==> config.mk <==
export PLATFORM = sky130hd
export DESIGN_NAME = kpm_key_event
export DESIGN_NICKNAME = d
export VERILOG_FILES = /design/src/design/kpm_pkg.sv /design/src/design/kpm_seq_match.sv /design/src/design/kpm_key_event.sv
export SDC_FILE = /design/constraint.sdc
export NUM_CORES = 1
export LEC_CHECK = 0
export BUFFER_PORTS_ARGS = -buffer_cell sky130_fd_sc_hd__buf_2
export CAP_MARGIN = 20
export CORE_ASPECT_RATIO = 0.75
export CORE_UTILIZATION = 50
export DETAILED_ROUTE_END_ITERATION = 7
export HOLD_SLACK_MARGIN = 0.12
export PLACE_DENSITY = 0.76
export SYNTH_ARGS = -nofsm -noshare
export SYNTH_HDL_FRONTEND = slang
export SYNTH_SLANG_ARGS = --single-unit
==> constraint.sdc <==
create_clock -name core_clk_in -period 3.7 [get_ports core_clk_in]
set_input_delay 0 -clock core_clk_in [delete_from_list [all_inputs] [get_ports core_clk_in]]
set_output_delay 0 -clock core_clk_in [all_outputs]
set_load 0.03 [all_outputs]
==> src/design/kpm_pkg.sv <==
// Package with register map, field layouts and constants of the key event detector.
package kpm_pkg;
    // ------------------------------------------------------------------
    // Register byte offsets
    // ------------------------------------------------------------------
    localparam logic [4:0] OFF_CFG    = 5'h00;
    localparam logic [4:0] OFF_KEYLO  = 5'h04;
    localparam logic [4:0] OFF_KEYHI  = 5'h08;
    localparam logic [4:0] OFF_STATUS = 5'h0c;
    localparam logic [4:0] OFF_MASK   = 5'h10;

    // ------------------------------------------------------------------
    // Field layout
    // ------------------------------------------------------------------
    localparam int CFG_K1_LSB   = 0;
    localparam int CFG_K2_LSB   = 2;
    localparam int CFG_MODE_BIT = 4;
    localparam int ST_EV1_BIT   = 0;
    localparam int ST_EV2_BIT   = 1;
    localparam int LEN_W        = 2;
    localparam int BYTE_W       = 8;
    localparam int SEQ_MAX      = 3;

    // ------------------------------------------------------------------
    // Reset values and codes
    // ------------------------------------------------------------------
    localparam logic [1:0]  LEN_OFF      = 2'h0;
    localparam logic        MODE_PM_KEY  = 1'h1;
    localparam logic [31:0] CFG_RESET    = 32'h0000_0000;
    localparam logic [31:0] KEY_RESET    = 32'h0000_0000;
    localparam logic [1:0]  EVT_RESET    = 2'h0;
    localparam logic [31:0] UNMAPPED_VAL = 32'h0000_0000;
endpackage : kpm_pkg

==> src/design/kpm_seq_match.sv <==
// Sequence matcher for one power management key event.
`timescale 1ns/1ps
module kpm_seq_match #(
    parameter int BYTE_W = 8,
    parameter int LEN_W  = 2
) (
    // Clock and reset.
    input  wire logic                core_clk_in,
    input  wire logic                resetn_in,
    // Configuration.
    input  wire logic                enable_in,
    input  wire logic [LEN_W-1:0]    seq_len_in,
    input  wire logic [BYTE_W-1:0]   seq_byte0_in,
    input  wire logic [BYTE_W-1:0]   seq_byte1_in,
    input  wire logic [BYTE_W-1:0]   seq_byte2_in,
    // Received keyboard bytes.
    input  wire logic                byte_valid_in,
    input  wire logic [BYTE_W-1:0]   byte_data_in,
    // Match pulse.
    output logic                     match_out
);
    // ------------------------------------------------------------------
    // Matching progress
    // ------------------------------------------------------------------
    logic [LEN_W-1:0]  progress;
    logic [BYTE_W-1:0] expect_byte;
    logic              hit;
    logic              hit_first;
    logic              last_byte;
    logic              active;
    logic [LEN_W-1:0]  next_progress;
    logic [LEN_W-1:0]  done_cnt;

    // A count left over from a longer, older length restarts the compare.
    assign done_cnt    = (progress >= seq_len_in) ? '0 : progress;
    // Expected byte is chosen by how many bytes already matched.
    assign expect_byte = (done_cnt == LEN_W'(0)) ? seq_byte0_in :
                         (done_cnt == LEN_W'(1)) ? seq_byte1_in : seq_byte2_in;
    assign active      = enable_in && (seq_len_in != kpm_pkg::LEN_OFF);
    assign hit         = byte_data_in == expect_byte;
    assign hit_first   = byte_data_in == seq_byte0_in;
    assign last_byte   = (done_cnt + LEN_W'(1)) == seq_len_in;
    // A mismatching byte may still start a fresh sequence.
    assign next_progress = hit ? LEN_W'(done_cnt + LEN_W'(1)) :
                           hit_first ? LEN_W'(1) : LEN_W'(0);

    always_ff @(posedge core_clk_in or negedge resetn_in) begin
        if (!resetn_in) begin
            progress  <= '0;
            match_out <= 1'b0;
        end else if (!active) begin
            progress  <= '0;
            match_out <= 1'b0;
        end else if (byte_valid_in) begin
            match_out <= hit && last_byte;
            progress  <= (hit && last_byte) ? LEN_W'(0) : next_progress;
        end else begin
            match_out <= 1'b0;
        end
    end
endmodule : kpm_seq_match

==> src/design/kpm_key_event.sv <==
// Top of the power management key event detector with Avalon-MM registers.
// Operation
// - Key-2 length: 00 disabled (default), 01 one, 10 two, 11 three bytes.
// - Key-2 length only acts while key mode selector equals one.
// - Key-2 sequence comes from stored bytes 3, 4, 5, starting at 3.
// - Separate key-1 length field; its detection flags key 1 pressed.
// - Key-1 length only acts while key mode selector equals one.
// - Detected key-2 sequence flags a press of key 2.
// - Key-1 sequence from stored bytes 0, 1, 2; length zero disables.
//
// Implementation choices: the Avalon-MM interface to the registers and the register offsets.
`timescale 1ns/1ps
module kpm_key_event (
    // Clock and reset.
    input  wire logic        core_clk_in,
    input  wire logic        resetn_in,
    // Avalon-MM slave.
    input  wire logic [4:0]  avs_address_in,
    input  wire logic        avs_read_in,
    input  wire logic        avs_write_in,
    input  wire logic [31:0] avs_writedata_in,
    input  wire logic [3:0]  avs_byteenable_in,
    output logic [31:0]      avs_readdata_out,
    output logic             avs_waitrequest_out,
    // Keyboard byte stream.
    input  wire logic        kbd_byte_valid_in,
    input  wire logic [7:0]  kbd_byte_in,
    // Events and interrupt.
    output logic             key1_event_out,
    output logic             key2_event_out,
    output logic             irq_out
);
    // ------------------------------------------------------------------
    // Register storage
    // ------------------------------------------------------------------
    logic [1:0]  key1_seq_length;
    logic [1:0]  key2_seq_length;
    logic        detector_key_mode_sel;
    logic [7:0]  stored_key_byte [6];
    logic [1:0]  status;
    logic [1:0]  mask;
    logic        ack;
    logic        match1;
    logic        match2;

    // ------------------------------------------------------------------
    // Bus decode
    // ------------------------------------------------------------------
    function automatic logic [7:0] lane(input logic [31:0] old_w, input int idx);
        lane = avs_byteenable_in[idx] ? avs_writedata_in[idx*8 +: 8] : old_w[idx*8 +: 8];
    endfunction : lane

    wire        req      = (avs_read_in || avs_write_in) && !ack;
    wire        wr_take  = avs_write_in && ack;
    wire        rd_take  = avs_read_in && !ack;
    wire        sel_cfg  = avs_address_in == kpm_pkg::OFF_CFG;
    wire        sel_klo  = avs_address_in == kpm_pkg::OFF_KEYLO;
    wire        sel_khi  = avs_address_in == kpm_pkg::OFF_KEYHI;
    wire        sel_st   = avs_address_in == kpm_pkg::OFF_STATUS;
    wire        sel_mask = avs_address_in == kpm_pkg::OFF_MASK;
    wire [31:0] cfg_word = {27'h0, detector_key_mode_sel, key2_seq_length, key1_seq_length};
    wire [31:0] klo_word = {8'h00, stored_key_byte[2], stored_key_byte[1], stored_key_byte[0]};
    wire [31:0] khi_word = {8'h00, stored_key_byte[5], stored_key_byte[4], stored_key_byte[3]};
    wire [31:0] rd_mux   = sel_cfg  ? cfg_word :
                           sel_klo  ? klo_word :
                           sel_khi  ? khi_word :
                           sel_st   ? {30'h0, status} :
                           sel_mask ? {30'h0, mask} : kpm_pkg::UNMAPPED_VAL;
    wire [31:0] new_cfg  = {lane(cfg_word, 3), lane(cfg_word, 2), lane(cfg_word, 1),
                            lane(cfg_word, 0)};
    wire [31:0] new_klo  = {lane(klo_word, 3), lane(klo_word, 2), lane(klo_word, 1),
                            lane(klo_word, 0)};
    wire [31:0] new_khi  = {lane(khi_word, 3), lane(khi_word, 2), lane(khi_word, 1),
                            lane(khi_word, 0)};
    wire [1:0]  w1c      = (wr_take && sel_st && avs_byteenable_in[0]) ?
                           avs_writedata_in[1:0] : 2'h0;
    wire        pm_mode  = detector_key_mode_sel == kpm_pkg::MODE_PM_KEY;

    // One wait cycle per access: waitrequest drops on the second cycle.
    // Waitrequest has a flop of its own so that the port leaves a register.
    always_ff @(posedge core_clk_in or negedge resetn_in) begin
        if (!resetn_in) begin
            ack                 <= 1'b0;
            avs_waitrequest_out <= 1'b1;
            avs_readdata_out    <= kpm_pkg::UNMAPPED_VAL;
        end else begin
            ack                 <= req;
            avs_waitrequest_out <= !req;
            if (rd_take) avs_readdata_out <= rd_mux;
        end
    end

    always_ff @(posedge core_clk_in or negedge resetn_in) begin
        if (!resetn_in) begin
            key1_seq_length       <= kpm_pkg::LEN_OFF;
            key2_seq_length       <= kpm_pkg::LEN_OFF;
            detector_key_mode_sel <= 1'b0;
            mask                  <= kpm_pkg::EVT_RESET;
        end else if (wr_take && sel_cfg) begin
            key1_seq_length       <= new_cfg[kpm_pkg::CFG_K1_LSB +: kpm_pkg::LEN_W];
            key2_seq_length       <= new_cfg[kpm_pkg::CFG_K2_LSB +: kpm_pkg::LEN_W];
            detector_key_mode_sel <= new_cfg[kpm_pkg::CFG_MODE_BIT];
        end else if (wr_take && sel_mask && avs_byteenable_in[0]) begin
            mask                  <= avs_writedata_in[1:0];
        end
    end

    // Stored key bytes, three per word.
    generate
        for (genvar i = 0; i < kpm_pkg::SEQ_MAX; i++) begin : g_keys
            always_ff @(posedge core_clk_in or negedge resetn_in) begin
                if (!resetn_in) begin
                    stored_key_byte[i]   <= kpm_pkg::KEY_RESET[7:0];
                    stored_key_byte[i+3] <= kpm_pkg::KEY_RESET[7:0];
                end else begin
                    if (wr_take && sel_klo) stored_key_byte[i]   <= new_klo[i*8 +: 8];
                    if (wr_take && sel_khi) stored_key_byte[i+3] <= new_khi[i*8 +: 8];
                end
            end
        end
    endgenerate

    // ------------------------------------------------------------------
    // Sequence matchers
    // ------------------------------------------------------------------
    // key-1 bytes 0..2.
    kpm_seq_match #(.BYTE_W(kpm_pkg::BYTE_W), .LEN_W(kpm_pkg::LEN_W)) u_key1 (
        .core_clk_in   (core_clk_in),
        .resetn_in     (resetn_in),
        .enable_in     (pm_mode),
        .seq_len_in    (key1_seq_length),
        .seq_byte0_in  (stored_key_byte[0]),
        .seq_byte1_in  (stored_key_byte[1]),
        .seq_byte2_in  (stored_key_byte[2]),
        .byte_valid_in (kbd_byte_valid_in),
        .byte_data_in  (kbd_byte_in),
        .match_out     (match1)
    );
    kpm_seq_match #(.BYTE_W(kpm_pkg::BYTE_W), .LEN_W(kpm_pkg::LEN_W)) u_key2 (
        .core_clk_in   (core_clk_in),
        .resetn_in     (resetn_in),
        .enable_in     (pm_mode),
        .seq_len_in    (key2_seq_length),
        .seq_byte0_in  (stored_key_byte[3]),
        .seq_byte1_in  (stored_key_byte[4]),
        .seq_byte2_in  (stored_key_byte[5]),
        .byte_valid_in (kbd_byte_valid_in),
        .byte_data_in  (kbd_byte_in),
        .match_out     (match2)
    );

    // Sticky status: a new event wins over a write-one clear.
    always_ff @(posedge core_clk_in or negedge resetn_in) begin
        if (!resetn_in) begin
            status         <= kpm_pkg::EVT_RESET;
            key1_event_out <= 1'b0;
            key2_event_out <= 1'b0;
            irq_out        <= 1'b0;
        end else begin
            status         <= (status & ~w1c) | {match2, match1};
            key1_event_out <= match1;
            key2_event_out <= match2;
            irq_out        <= |(((status & ~w1c) | {match2, match1}) & mask);
        end
    end
endmodule : kpm_key_event

# Word-level counts from Yosys, hierarchy flattened
# Index checks and enable logic that the tools add are counted.
dict set report word_totals {
  regBits 100
  latchBits 0
  ram_bits 0
  rom_bits 0
  inputBits 54
  output_inout_bits 36
  n_memories 0
}
dict set report op_classes {
  n_addsub 2
  mul 0
  n_div 0
  magnitude_cmp 2
  n_eq_ne 14
  shift 0
  muxes 26
  n_bitwise 5
  reduce_logical 31
}
# op count
set ops {}
lappend ops {{$mux W24} 3}
lappend ops {{$eq A8 B8 Y1} 4}
lappend ops {{$mux W8} 4}
lappend ops {{$mux W2} 13}
lappend ops {{$reduce_and A2 Y1} 8}
lappend ops {{$logic_and A1 B1 Y1} 14}
lappend ops {{$eq A5 B4 Y1 const B} 2}
lappend ops {{$mux W1} 6}
lappend ops {{$eq A5 B3 Y1 const B} 1}
lappend ops {{$eq A5 B5 Y1 const B} 1}
lappend ops {{$logic_not A5 Y1} 1}
lappend ops {{$add A2 B1 Y2 const B} 2}
lappend ops {{$and A2 B2 Y2} 2}
lappend ops {{$eq A2 B1 Y1 const B} 2}
lappend ops {{$eq A2 B2 Y1} 2}
lappend ops {{$ge A2 B2 Y1} 2}
lappend ops {{$logic_not A2 Y1} 2}
lappend ops {{$ne A2 B2 Y1 const B} 2}
lappend ops {{$reduce_bool A2 Y1} 2}
lappend ops {{$logic_not A1 Y1} 2}
lappend ops {{$not A2 Y2} 1}
lappend ops {{$or A2 B2 Y2} 1}
lappend ops {{$reduce_or A2 Y1} 1}
lappend ops {{$logic_or A1 B1 Y1} 1}
lappend ops {{$not A1 Y1} 1}

# Longest topological paths before layout
# Gate-level depths: netlist (run 1).
dict set report depth {
  ltp_word 10
  depth_mapped 13
  ltp_nobuf 11
}

# Hierarchy
# A second synthesis (run 1) with hierarchy kept.
dict set report hier_totals {
  hier_cells 464
  hier_area_um2 5061.1
}
# mod n_inst cells_per_inst area_per_inst_um2 seq_area_each_um2
set modules_own_cells {}
lappend modules_own_cells {kpm_key_event 1 288 3654.8 2153.3}
lappend modules_own_cells {kpm_seq_match 2 88 703.2 75.1}

# Least setup slack after synthesis (run 1)
# No wires, ideal clock.
dict set report synth_timing {
  path_kind {register -> register}
  from {register key2_seq_length[0]}
  to {register u_key2.progress[1]}
  setup_ns 0.104
  t_arrival_ns 3.246
  slack_ns 0.350
  stages_incl_launch_ff 11
  path_buffers 1
  cell_sequence {dfrtp_1 ha_1 nand2b_1 a211oi_1 inv_1 ha_1 buf_2 o211a_1 or4_4 or4_4 o41ai_2}
}
dict set report synth_via {
  elab_chain_cells 10
  elab_cells_between_ends 17
  classes_between {add/sub: 1; order compare: 1; eq/ne: 4; mux: 7; reduce/logical: 4}
}
# item line_no
set synth_lines {}
lappend synth_lines {{start, declared} kpm_key_event.sv:37} ;# logic [1:0] key2_seq_length;
lappend synth_lines {{start signal, assigned} kpm_key_event.sv:96} ;# key2_seq_length <= kpm_pkg::LEN_OFF;
lappend synth_lines {{start signal, assigned} kpm_key_event.sv:101} ;# key2_seq_length <= new_cfg[kpm_pkg::CFG_K2_LSB +: kpm_pkg::LEN_W];
lappend synth_lines {{$ge A2 B2 Y1} kpm_seq_match.sv:35} ;# assign done_cnt = (progress >= seq_len_in) ? '0 : progress;
lappend synth_lines {{$mux W2} kpm_seq_match.sv:35}
lappend synth_lines {{$eq A2 B1 Y1} kpm_seq_match.sv:38} ;# (done_cnt == LEN_W'(1)) ? seq_byte1_in : seq_byte2_in;
lappend synth_lines {{$mux W8} kpm_seq_match.sv:38}
lappend synth_lines {{$mux W8} kpm_seq_match.sv:37} ;# assign expect_byte = (done_cnt == LEN_W'(0)) ? seq_byte0_in :
lappend synth_lines {{$eq A8 B8 Y1} kpm_seq_match.sv:40} ;# assign hit = byte_data_in == expect_byte;
lappend synth_lines {{$mux W2 / $logic_and A1 B1 Y1 (equally long branches)} {kpm_seq_match.sv:44, kpm_seq_match.sv:56}}
lappend synth_lines {{$mux W2} kpm_seq_match.sv:56} ;# progress <= (hit && last_byte) ? LEN_W'(0) : next_progress;
lappend synth_lines {{$mux W2} kpm_seq_match.sv:54} ;# end else if (byte_valid_in) begin
lappend synth_lines {{$mux W2} kpm_seq_match.sv:51} ;# end else if (!active) begin
lappend synth_lines {{end signal, assigned} kpm_seq_match.sv:56}
lappend synth_lines {{end, declared} kpm_seq_match.sv:25} ;# logic [LEN_W-1:0] progress;
# Parallel ways exist; a longest one is shown, timed or not. The select of a mux whose other input is x is not followed.
# A chain may end at the register's enable or synchronous reset.

# Final worst setup path (run 1)
dict set report layout_timing {
  from {register key1_seq_length[0]}
  to {register u_key1.match_out}
}
dict set report layout_via {
  elab_chain_cells 9
  elab_cells_between_ends 14
  classes_between {add/sub: 1; order compare: 1; eq/ne: 3; mux: 5; reduce/logical: 4}
}
# item line_no
set layout_lines {}
lappend layout_lines {{start, declared} kpm_key_event.sv:36} ;# logic [1:0] key1_seq_length;
lappend layout_lines {{start signal, assigned} kpm_key_event.sv:95} ;# key1_seq_length <= kpm_pkg::LEN_OFF;
lappend layout_lines {{start signal, assigned} kpm_key_event.sv:100} ;# key1_seq_length <= new_cfg[kpm_pkg::CFG_K1_LSB +: kpm_pkg::LEN_W];
lappend layout_lines {{$ge A2 B2 Y1} kpm_seq_match.sv:35}
lappend layout_lines {{$mux W2} kpm_seq_match.sv:35}
lappend layout_lines {{$eq A2 B1 Y1} kpm_seq_match.sv:38}
lappend layout_lines {{$mux W8} kpm_seq_match.sv:38}
lappend layout_lines {{$mux W8} kpm_seq_match.sv:37}
lappend layout_lines {{$eq A8 B8 Y1} kpm_seq_match.sv:40}
lappend layout_lines {{$logic_and A1 B1 Y1} kpm_seq_match.sv:55} ;# match_out <= hit && last_byte;
lappend layout_lines {{$mux W1} kpm_seq_match.sv:54}
lappend layout_lines {{$mux W1 *} kpm_seq_match.sv:51}
lappend layout_lines {{end signal, assigned} kpm_seq_match.sv:55}
lappend layout_lines {{end, declared} kpm_seq_match.sv:20} ;# output logic match_out
# Mark *: on every way between the ends. The rest lies on a longest branch, timed or not.

==> metrics list, run 1 <==
- Peak clock frequency supported by timing: 285 MHz
* Number of antenna violations at the first check in global routing: 0
- CTS max path bufs: 2
- Critical path startpoint: key1_seq_length[0]
* Number of storage elements in the synthesis netlist: 92
* Number of violations of the max-capacitance limit: 0
* Worst setup slack after layout: 0.192 ns
- A synthesized cell averages 10.6 um2.
* Largest net degree at the start of global routing: 61
* Power density over the cells: 415 mW/mm2
* Routed via count: 4,113
- Detailed-route vias per instance: 5.85
* Number of hold violations in the final report: 0
- Net switching component of the power: 761 uW
- The detailed router finished its first iteration with 356 violations.
* Share of synthesized registers carrying an async set or reset: 100%
- The congestion estimate from routability-driven global placement came to 0.895.
* CP endpoint kind: flop
* Detailed-route wire length per cell: 18.8 um
* First drt pass iteration count: 4
- Final cycle utilization of the critical path: 94.8%
- CTS tree: built
* Vias in the first global route: 3,881
* Fraction of final layout cells with drive strength greater than 1: 27.8%
* Final core area utilization: 62.6%
- Placed instance count: 655
- CORE AREA: 0.00966 mm2
- Post-synthesis cell type with the largest combined area: dfrtp_1
* Sequential cell area: 0.00230 mm2
* Area taken by multi-input logic gates: 0.00249 mm2
* Area Overhead vs Synth: 21.5%
- The most used flip-flop cell after synthesis is dfrtp_1.
- The first global-routing pass estimated 20,200 um of wire.
* Number of antenna repair diodes: 0
- Cell internal pwr: 1.75 mW
- Count of different cell masters after synthesis: 43
- Worst-path fanout max: 7
* Cell Count, Final, Fillers Out: 703
- Clk Latency, worst-skew pair: 0.35 ns
* Critical path destination: u_key1.match_out
- The floorplan has 31 rows.
- After routing, the total negative slack on setup checks comes to 0 ns.
- Antenna-violating nets left: 0
* Leading post-synthesis cells by cell area: dfrtp_1, mux2_2, mux2i_1
* Post-synth EDFFs: 0
- The critical path in this run is classified as flop to flop.
- Data arrives at the worst endpoint at 3.77 ns.
- For this run, design rule violations remaining after detail routing come to 0.
* Worst slew margin relative to its limit: 26.8%
- Number of setup buffers added after CTS: 0
- Total global routing overflow: 0
* HPWL after detailed placement: 9440 um
- The finished cells cover 0.00605 mm2.
- Die Y-Extent: 88.4 um
* Part of the total power dissipated in sequential elements: 47.1%
* Clock transition at the registers of the reported paths: 0.06 ns
* Port Buffers: 72
- Total die area: 0.0104 mm2
* Worst setup slack for register-to-register paths: 0.19 ns
- Path category of the worst min-delay check: input port to flop
* Worst endpoint required time: 3.96 ns
- Placed cell area: 0.00545 mm2
- Min cycle time layout: 3.51 ns
- Startpoint of the lowest-slack register-to-register path: key1_seq_length[0]
* Outcome: complete, no violations
- At the pin with the least slew margin, the transition time is 1.10 ns.
- After detailed routing, the total wire length is 13,200 um.
* Clock sinks: 92
* Worst supply voltage drop on vdd: 0.212 mV
* Worst flop-to-flop path endpoint: u_key1.match_out
* Clock share of power: 33.7%
- Global-route usage over all layers: 26.5%
- The cell sitting at the root of the clock tree is a clkbuf_16.
- DIE WIDTH: 117 um
- Area share of the largest cell type after synthesis: 45.7%
- At the end of the flow, the number of nets in the layout was 628.
* Unrepaired setup endpoints after global routing: no
* Element type at the critical path start: flop
- CTS built an H-tree with a depth of 3.
* Fill count: 797
- Number of buffers added by the clock tree synthesis step: 9
- The analysis attributes to cell leakage a power of 2.78 nW.
- Total of endpoints with negative setup slack in the final report: 0
- Instance count of the mapped netlist: 469
* Switching part of the total: 30.3%
- Total I/O pin count: 90
- Fin Hold WS: 0.152 ns
* Number of cells traversed by the worst register-to-register path: 9
* Share of the yosys chip area belonging to registers: 46.3%
- Worst slack at placement: 0.0902 ns
- Summing every instance area after synthesis gives 0.00498 mm2.
* Initial core utilization: 51.6%
* Combinational cell fraction of total power: 19.2%
* Count of warnings emitted by yosys: 0
- Total power of the final layout: 2.51 mW
- Final Max Slew Viols: 0
- Fin Clk Skew: 0.00870 ns
per-layer routing:
metal	up-vias	track usage, %	wire, um
met1	2047	36.9	5990
met3	24	6.16	919
met5	-	0	0
met4	0	8.52	223
li1	1878	-	-
met2	164	41.0	6080
worst max-delay path, cell delays in order, from the launching register on:
cell and delay (ns):
dfrtp_1 0.47, ha_1 0.32, nand2b_1 0.18, a211oi_2 0.37, ha_2 0.34, mux2i_1 0.30
a211oi_1 0.13, or4_1 0.52, or4_1 0.60, nor3_1 0.19
logic make-up (layout without fill, tap and decap cells):
group,Yosys count,after routing,share of synthesized area [%]
buffers and inverters,51,146,4.77
flip-flops,92,92,46.3
multiplexers,74,74,16.2
AND/OR/NAND/NOR,139,139,14.0
XOR/XNOR,20,20,3.52
AO/OA/AOI/OAI,84,84,13.1
adder cells (fa/ha/maj),8,8,2.01
other,1,8,0.0753
cell type report:
type	instances	share of cell area, %
Multi-Input combinational cell	333	41.1
Sequential cell	92	38.1
Timing Repair Buffer	116	12.8
Clock buffer	10	3.78
Tap cell	132	2.73
Inverter	14	0.869
Clock inverter	6	0.662
sequential cells by signal, indices dropped and copies added, names as in the netlist:
register	count
key1_event_out	1
key2_event_out	1
avs_waitrequest_out	1
klo_word	24
key2_seq_length	2
u_key1.match_out	1
key1_seq_length	2
status	2
u_key2.progress	2
detector_key_mode_sel	1
irq_out	1
u_key2.match_out	1
avs_readdata_out	24
ack	1
khi_word	24
mask	2
u_key1.progress	2
power by group through the flow:
stage	clock (mW)	sequential, mW	combinational (mW)
2_1_floorplan	0	1.26	0.226
3_3_place_gp	0	1.19	0.434
3_5_place_dp	0	1.20	0.447
4_1_cts	0.857	1.18	0.475
5_1_grt	0.900	1.19	0.522
6_report	0.846	1.18	0.481
what timing repair did:
action	in CTS	in global routing
hold buffers	32	0
endpoints found under the hold margin	123	0
gates resized for setup	0	4
endpoints found under the setup margin	0	5
cell usage after synthesis, types with 3 or more instances:
library cell   n
buf_1          3
buf_2          4
nor3_1         5
or4_1          5
nand2b_1       5
nor4_1         3
clkbuf_1      20
a21oi_1        7
a221oi_1      19
nand4_1       12
mux2i_1       21
nor2_1        48
a211o_1        9
o21ai_1        3
ha_1           8
dfrtp_1       91
a211oi_1      10
mux2_1         4
inv_1         14
mux2_2        49
o21ai_0        7
o211a_1        8
nand2_1       30
nor2b_1       19
o211ai_1      10
a22o_1         4
xnor2_1       18
buf_4          9
cells in the final DEF, fill, tap and decap left out, drive strengths merged, types with 12 or more instances in the layout:
cell type / instances
mux2: 53
nand2: 30
xnor2: 18
nand4: 12
mux2i: 21
nor2: 48
dfrtp: 91
dlygate4sd3: 32
nor2b: 19
inv: 15
a221oi: 19
buf: 84
worst min-delay path by stage:
stage | end | cells past startpoint | start
2_1_floorplan | ack | 0 | resetn_in
3_3_place_gp | avs_readdata_out[12] | 1 | resetn_in
3_5_place_dp | klo_word[12] | 1 | resetn_in
4_1_cts | avs_readdata_out[3] | 3 | avs_address_in[4]
5_1_grt | avs_readdata_out[3] | 3 | avs_address_in[4]
6_report | avs_readdata_out[2] | 3 | avs_address_in[4]
(Power assumes the default switching activity.)
==> run 2: changes to the inputs <==
==> constraint.sdc (replaced) <==
create_clock -name core_clk_in -period 3.7 [get_ports core_clk_in]
set_input_delay 0.37 -clock core_clk_in [delete_from_list [all_inputs] [get_ports core_clk_in]]
set_output_delay 0.37 -clock core_clk_in [all_outputs]
set_load 0.03 [all_outputs]
==> run 2 against run 1 <==
Highest routed layer unchanged. Non-clock buffer count is 30 lower. Die area stayed put. Hold slack better by 0.024 ns.
==> metrics list, run 2 (synthesis gave the netlist of run 1 again) <==
- CTS Root Buffer Type: clkbuf_16
- Cell Count, Final, Fillers Out: 673
* First drt pass iteration count: 5
- Clock transition at the registers of the reported paths: 0.06 ns
- Hold_buf cts: 0
- The die covers 0.0104 mm2.
* Number of H-tree levels: 3
- Worst path buffer plus inverter count: 1
* Commonest non-fill, non-tap cells in the layout: dfrtp_1, buf_2, mux2_2, nor2_1, nand2_1
- The hold violation count in the final report was 0.
* Area Overhead vs Synth: 16.3%
- Data on the critical path arrives at its endpoint at 3.77 ns.
- Top delay family on crit path: simple AND/OR/NAND/NOR gates
- Placed cell area: 0.00546 mm2
- Number of setup buffers added after CTS: 0
* Final Max Slew Viols: 0
- Min cycle time layout: 3.51 ns
* Count of nets after finishing: 598
* Fin Clk Skew: 0.00552 ns
* Worst endpoint required time: 3.96 ns
- Worst slew margin relative to its limit: 36.6%
- Remaining routing DRC violations: 0
- Worst-path fanout max: 5
- Clock tree synthesis found a total of 92 sinks.
* Initial core utilization: 51.6%
- For this run, the slowest stage of the critical path takes 0.61 ns.
- Derived from the worst setup path, the maximum achievable clock frequency is 285 MHz.
- DIE WIDTH: 117 um
* Final cycle utilization of the critical path: 94.8%
- Port buffering added 72 buffers.
- The library cell used most frequently in the layout, excluding fill and tap cells, is dfrtp_1.
- Total power for the finished layout comes to 2.55 mW.
- The floorplan step set the die height to 88.4 um.
* Worst setup slack for register-to-register paths: 0.19 ns
* Worst supply voltage drop on vdd: 0.263 mV
- Clock latency on the worst-skew pair, taken at its later pin, is 0.34 ns.
* Outcome: complete, no violations
- Fraction of final layout cells with drive strength greater than 1: 29.6%
* Type of the worst setup path: flop to flop
- TritonCTS built the clock tree.
- Setup violations remaining at the end of the flow were counted as 0.
- Max-cap violations in this run came to 0.
* CORE AREA: 0.00966 mm2
* Actual transition at the worst max-transition pin: 0.951 ns
- CP endpoint kind: flop
* Unrepaired setup endpoints after global routing: no
- Routed via count: 3,970
- Cell with the biggest individual delay on the critical path: or4_1
- Global routing used 25.9% of the available tracks across all layers.
- Cells fill 60.0% of the core in the end.
- The min-delay analysis places its worst path in the category input port to asynchronous set/reset pin.
- The HPWL after detailed placement is 9390 um.
- Walking the worst path, the cells encountered are inv_1 -> ha_1 -> nand2b_1 -> a211oi_4 -> ha_4 -> mux2i_1 -> a211oi_1 -> or4_1 -> or4_1 -> mux2i_1.
- Detailed-route vias per instance: 5.90
- Detailed-route wire length per cell: 18.7 um
* Number of antenna repair diodes: 0
* Number of buffers added by the clock tree synthesis step: 9
- Element type at the critical path start: flop
* CTS max path bufs: 2
* Largest net degree at the start of global routing: 78
* Final std cell area, no fill: 0.00579 mm2
* Fill count: 826
- Vias in the first global route: 3,687
* Total I/O pin count: 90
* Placed instance count: 657
- The first global-routing pass estimated 19,700 um of wire.
* Leakage dissipation: 2.67 nW
- Routed Wire Length: 12,600 um
* Routability congestion estimate: 0.889
- For this block, the initial DRC count from the detailed router was 296.
- The number of antenna violations at the first check in global routing was 0.
- Antenna-violating nets left: 0
- The tightest hold path in the finished design has a slack of 0.176 ns.
- Total global routing overflow: 0
- Power density over the cells: 440 mW/mm2
- Row generation in the floorplan step produced 31 rows.
## run 2: per-layer routing
metal  global-route usage [%]  up-vias  wire [um]
met2                     38.7      144       5630
met1                     36.8     1992       5890
li1                         -     1817          -
met3                     6.44       17        877
met4                     8.17        0        191
met5                        0        -          0
## run 2: final timing paths
path,startpoint,to,cells past startpoint
min in group core_clk_in,avs_writedata_in[11],klo_word[11],2
setup reg to reg,u_key1.progress[0],u_key1.progress[0],10
hold reg to reg,u_key1.match_out,key1_event_out,0
setup / recovery,u_key1.progress[0],u_key1.progress[0],10
max in group asynchronous,resetn_in,khi_word[5],2
hold / removal,resetn_in,avs_readdata_out[11],1
## run 2: per-stage QoR
| stage | setup TNS [ns] | setup slack (ns) |
|---|---|---|
| floorplan | 0 | 0.350 |
| global placement | 0 | 0.129 |
| detailed placement | -0.0662 | -0.0662 |
| CTS | 0 | 0.127 |
| global route | 0 | 0.0196 |
| finish | 0 | 0.192 |
## run 2: timing repair
action	in CTS	in global routing
endpoints found under the setup margin	2	2
pin swaps	0	1
gates resized for setup	2	5
## run 2: cell type report
type,count,area [um2],share of cell area [%]
sequential,92,2300,39.8
clock inverter,3,46.3,0.799
multi-input combinational,333,2510,43.3
timing repair buffer,86,468,8.08
clock buffer,13,250,4.32
tap,132,165,2.85
inverter,14,52.6,0.907
## run 2: power breakdown
part           internal (mW)  switching [mW]  leakage, nW  total [mW]
Combinational          0.173           0.281         1.31       0.454
Sequential              1.10          0.0804         1.22        1.18
Clock                  0.544           0.374        0.140       0.918
Total                   1.82           0.736         2.67        2.55
==> run 3: changes to the inputs <==
Settings changed: CORE_ASPECT_RATIO 0.75 to 2, CORE_UTILIZATION 50 to 41, PLACE_DENSITY 0.76 to 0.65.
==> run 3 against run 2 <==
Largest power group unchanged. Die area is 22% higher. Largest cell class unchanged. Maximum frequency is 1.5% higher. Register-to-register slack better by 0.05 ns. Critical endpoint is now u_key1.match_out. Utilization is 10 points lower. Routed wire length is 1.2% higher. Clock power is 15% higher. Sequential share of layout area is 0.27 points lower. Sequential power hardly changed. Setup slack better by 0.053 ns. Critical path depth stayed put. Flip-flop and latch count stayed put. Global-route usage is 4.0 points lower.
==> metrics list, run 3 (synthesis gave the netlist of run 1 again) <==
- The run finished with clean final reports.
- DIE WIDTH: 79.9 um
- The slowest stage of the critical path belongs to the cell or4_1.
* Worst slew margin relative to its limit: 35.8%
* Count of nets after finishing: 598
- Total of endpoints with negative setup slack in the final report: 0
* Leakage dissipation: 2.69 nW
- Antenna-violating nets left: 0
- Total global routing overflow: 0
* CP endpoint kind: flop
* Total die area: 0.0126 mm2
- CTS tree: built
- The worst register-to-register path begins at u_key1.progress[0].
* HPWL after detailed placement: 9910 um
- At the end of the flow the core is filled with cells to 49.5%.
- Area Overhead vs Synth: 17.1%
- Worst flop-to-flop path endpoint: u_key1.match_out
- For this block, the routed nets add up to 12,700 um of wire.
- Cells along the critical path: inv_1 -> ha_1 -> nand2b_1 -> a211oi_1 -> ha_1 -> mux2i_1 -> a211oi_1 -> or4_1 -> or4_1 -> nor3_1
- Peak clock frequency supported by timing: 289 MHz
- Final cycle utilization of the critical path: 93.4%
- Counting cells, the worst reg-to-reg path comes to 10.
- The setup path with the least slack is of type flop to flop.
- Across all layers, the routed design uses 3,873 vias.
- The number of clock buffers added by TritonCTS is 9.
- The library cell used most frequently in the layout, excluding fill and tap cells, is dfrtp_1.
- After clock tree synthesis, the clock-pin slew on the worst setup and hold paths is 0.07 ns.
- Post-CTS timing repair inserted 0 buffers for setup.
- Worst endpoint required time: 3.96 ns
- Hold_buf cts: 0
- Detailed-route vias per instance: 5.64
- Routability congestion estimate: 0.889
- CORE AREA: 0.0118 mm2
- Worst setup slack for register-to-register paths: 0.24 ns
* Fraction of final layout cells with drive strength greater than 1: 29.6%
- Port Buffers: 72
- Remaining routing DRC violations: 0
* Initial core utilization: 42.3%
- The clock drives 92 sinks.
- First drt pass iteration count: 4
* First-pass GRT wire length: 20,500 um
- CTS Root Buffer Type: clkbuf_16
- Min cycle time layout: 3.46 ns
* Vias in the first global route: 4,026
- The final-report max-slew violation count came to 0.
- Across every metal layer, demand over resource in global routing totals 21.9%.
* Clk Latency, worst-skew pair: 0.35 ns
- Number of violations of the max-capacitance limit: 0
- The number of antenna violations at the first check in global routing is 1.
* Fin Clk Skew: 0.00817 ns
- Path category of the worst min-delay check: input port to asynchronous set/reset pin
- Dividing the detail-routed wire length by the instance count gives 18.6 um.
- Unrepaired setup endpoints after global routing: no
- Total power of the final layout: 2.68 mW
- Worst supply voltage drop on vdd: 0.436 mV
* Largest net degree at the start of global routing: 78
- Actual transition at the worst max-transition pin: 0.964 ns
* Total I/O pin count: 90
* Setup TNS after final layout: 0 ns
* Number of H-tree levels: 3
- STA classifies the critical path startpoint as a flop.
* Power density over the cells: 460 mW/mm2
- The detailed router finished its first iteration with 201 violations.
- Worst-path fanout max: 5
- Die Y-Extent: 158 um
- Site Rows: 56
* Number of hold violations in the final report: 0
- The largest single stage delay on the critical path is 0.55 ns.
* CTS max path bufs: 2
- Commonest non-fill, non-tap cells in the layout: dfrtp_1, buf_2, mux2_2, nor2_1, nand2_1
- For the worst setup path, the data arrival time is 3.72 ns.
-- run 3: worst max-delay path by stage --
| stage | cells after the start | start | slack, ns | end |
|---|---|---|---|---|
| 2_1_floorplan | 10 | key2_seq_length[0] | 0.35 | u_key2.progress[1] |
| 3_3_place_gp | 10 | u_key1.progress[0] | 0.28 | u_key1.match_out |
| 3_5_place_dp | 11 | u_key2.progress[0] | 0.22 | u_key2.progress[1] |
| 4_1_cts | 11 | u_key2.progress[0] | 0.19 | u_key2.match_out |
| 5_1_grt | 11 | u_key1.progress[0] | 0.001 | u_key1.match_out |
| 6_report | 10 | u_key1.progress[0] | 0.24 | u_key1.match_out |
-- run 3: what timing repair did --
| item | CTS | global route |
|---|---|---|
| setup endpoints to repair | 0 | 2 |
| hold endpoints to repair | 0 | 0 |
| resized for setup | 0 | 2 |
-- run 3: per-layer routing --
metal | vias to the layer above | wire length [um] | global-route usage, %
li1 | 1810 | - | -
met1 | 1914 | 4540 | 21.8
met2 | 107 | 6990 | 40.3
met3 | 42 | 473 | 3.34
met4 | 0 | 750 | 15.1
met5 | - | 0 | 0
-- run 3: critical path: cells and delay by family, from the launching register on --
| family | cells | cell delay [ns] |
|---|---|---|
| flops | 1 | 0.36 |
| fa+ha+maj | 2 | 0.64 |
| compound gates | 2 | 0.54 |
| buf+inv | 1 | 0.11 |
| simple gates | 4 | 1.41 |
| mux | 1 | 0.31 |
-- run 3: layout make-up --
cell class | count | area, um2
tap | 145 | 181
inverter | 14 | 52.6
fill | 1093 | 5940
sequential | 92 | 2300
clock buffer | 9 | 225
multi-input combinational | 333 | 2480
antenna | 1 | 2.50
timing repair buffer | 86 | 468
clock inverter | 7 | 123
-- run 3: report_power, final --
group          total (mW)  switching (mW)  internal, mW  leakage [nW]
Sequential           1.18          0.0825          1.10          1.22
Clock                1.06           0.394         0.663         0.162
Combinational       0.444           0.272         0.172          1.31
-- run 3: stage by stage --
step / instance area, um2 / instances / setup WS (ns) / hold WS [ns]
after global placement: 5480 / 670 / 0.285 / 0.414
after CTS: 5820 / 686 / 0.191 / 0.210
final: 5830 / 687 / 0.245 / 0.166
after global routing: 5830 / 687 / 0.00143 / 0.259
after floorplan: 5010 / 476 / 0.350 / 0.0744
after detailed placement: 5480 / 670 / 0.224 / 0.411
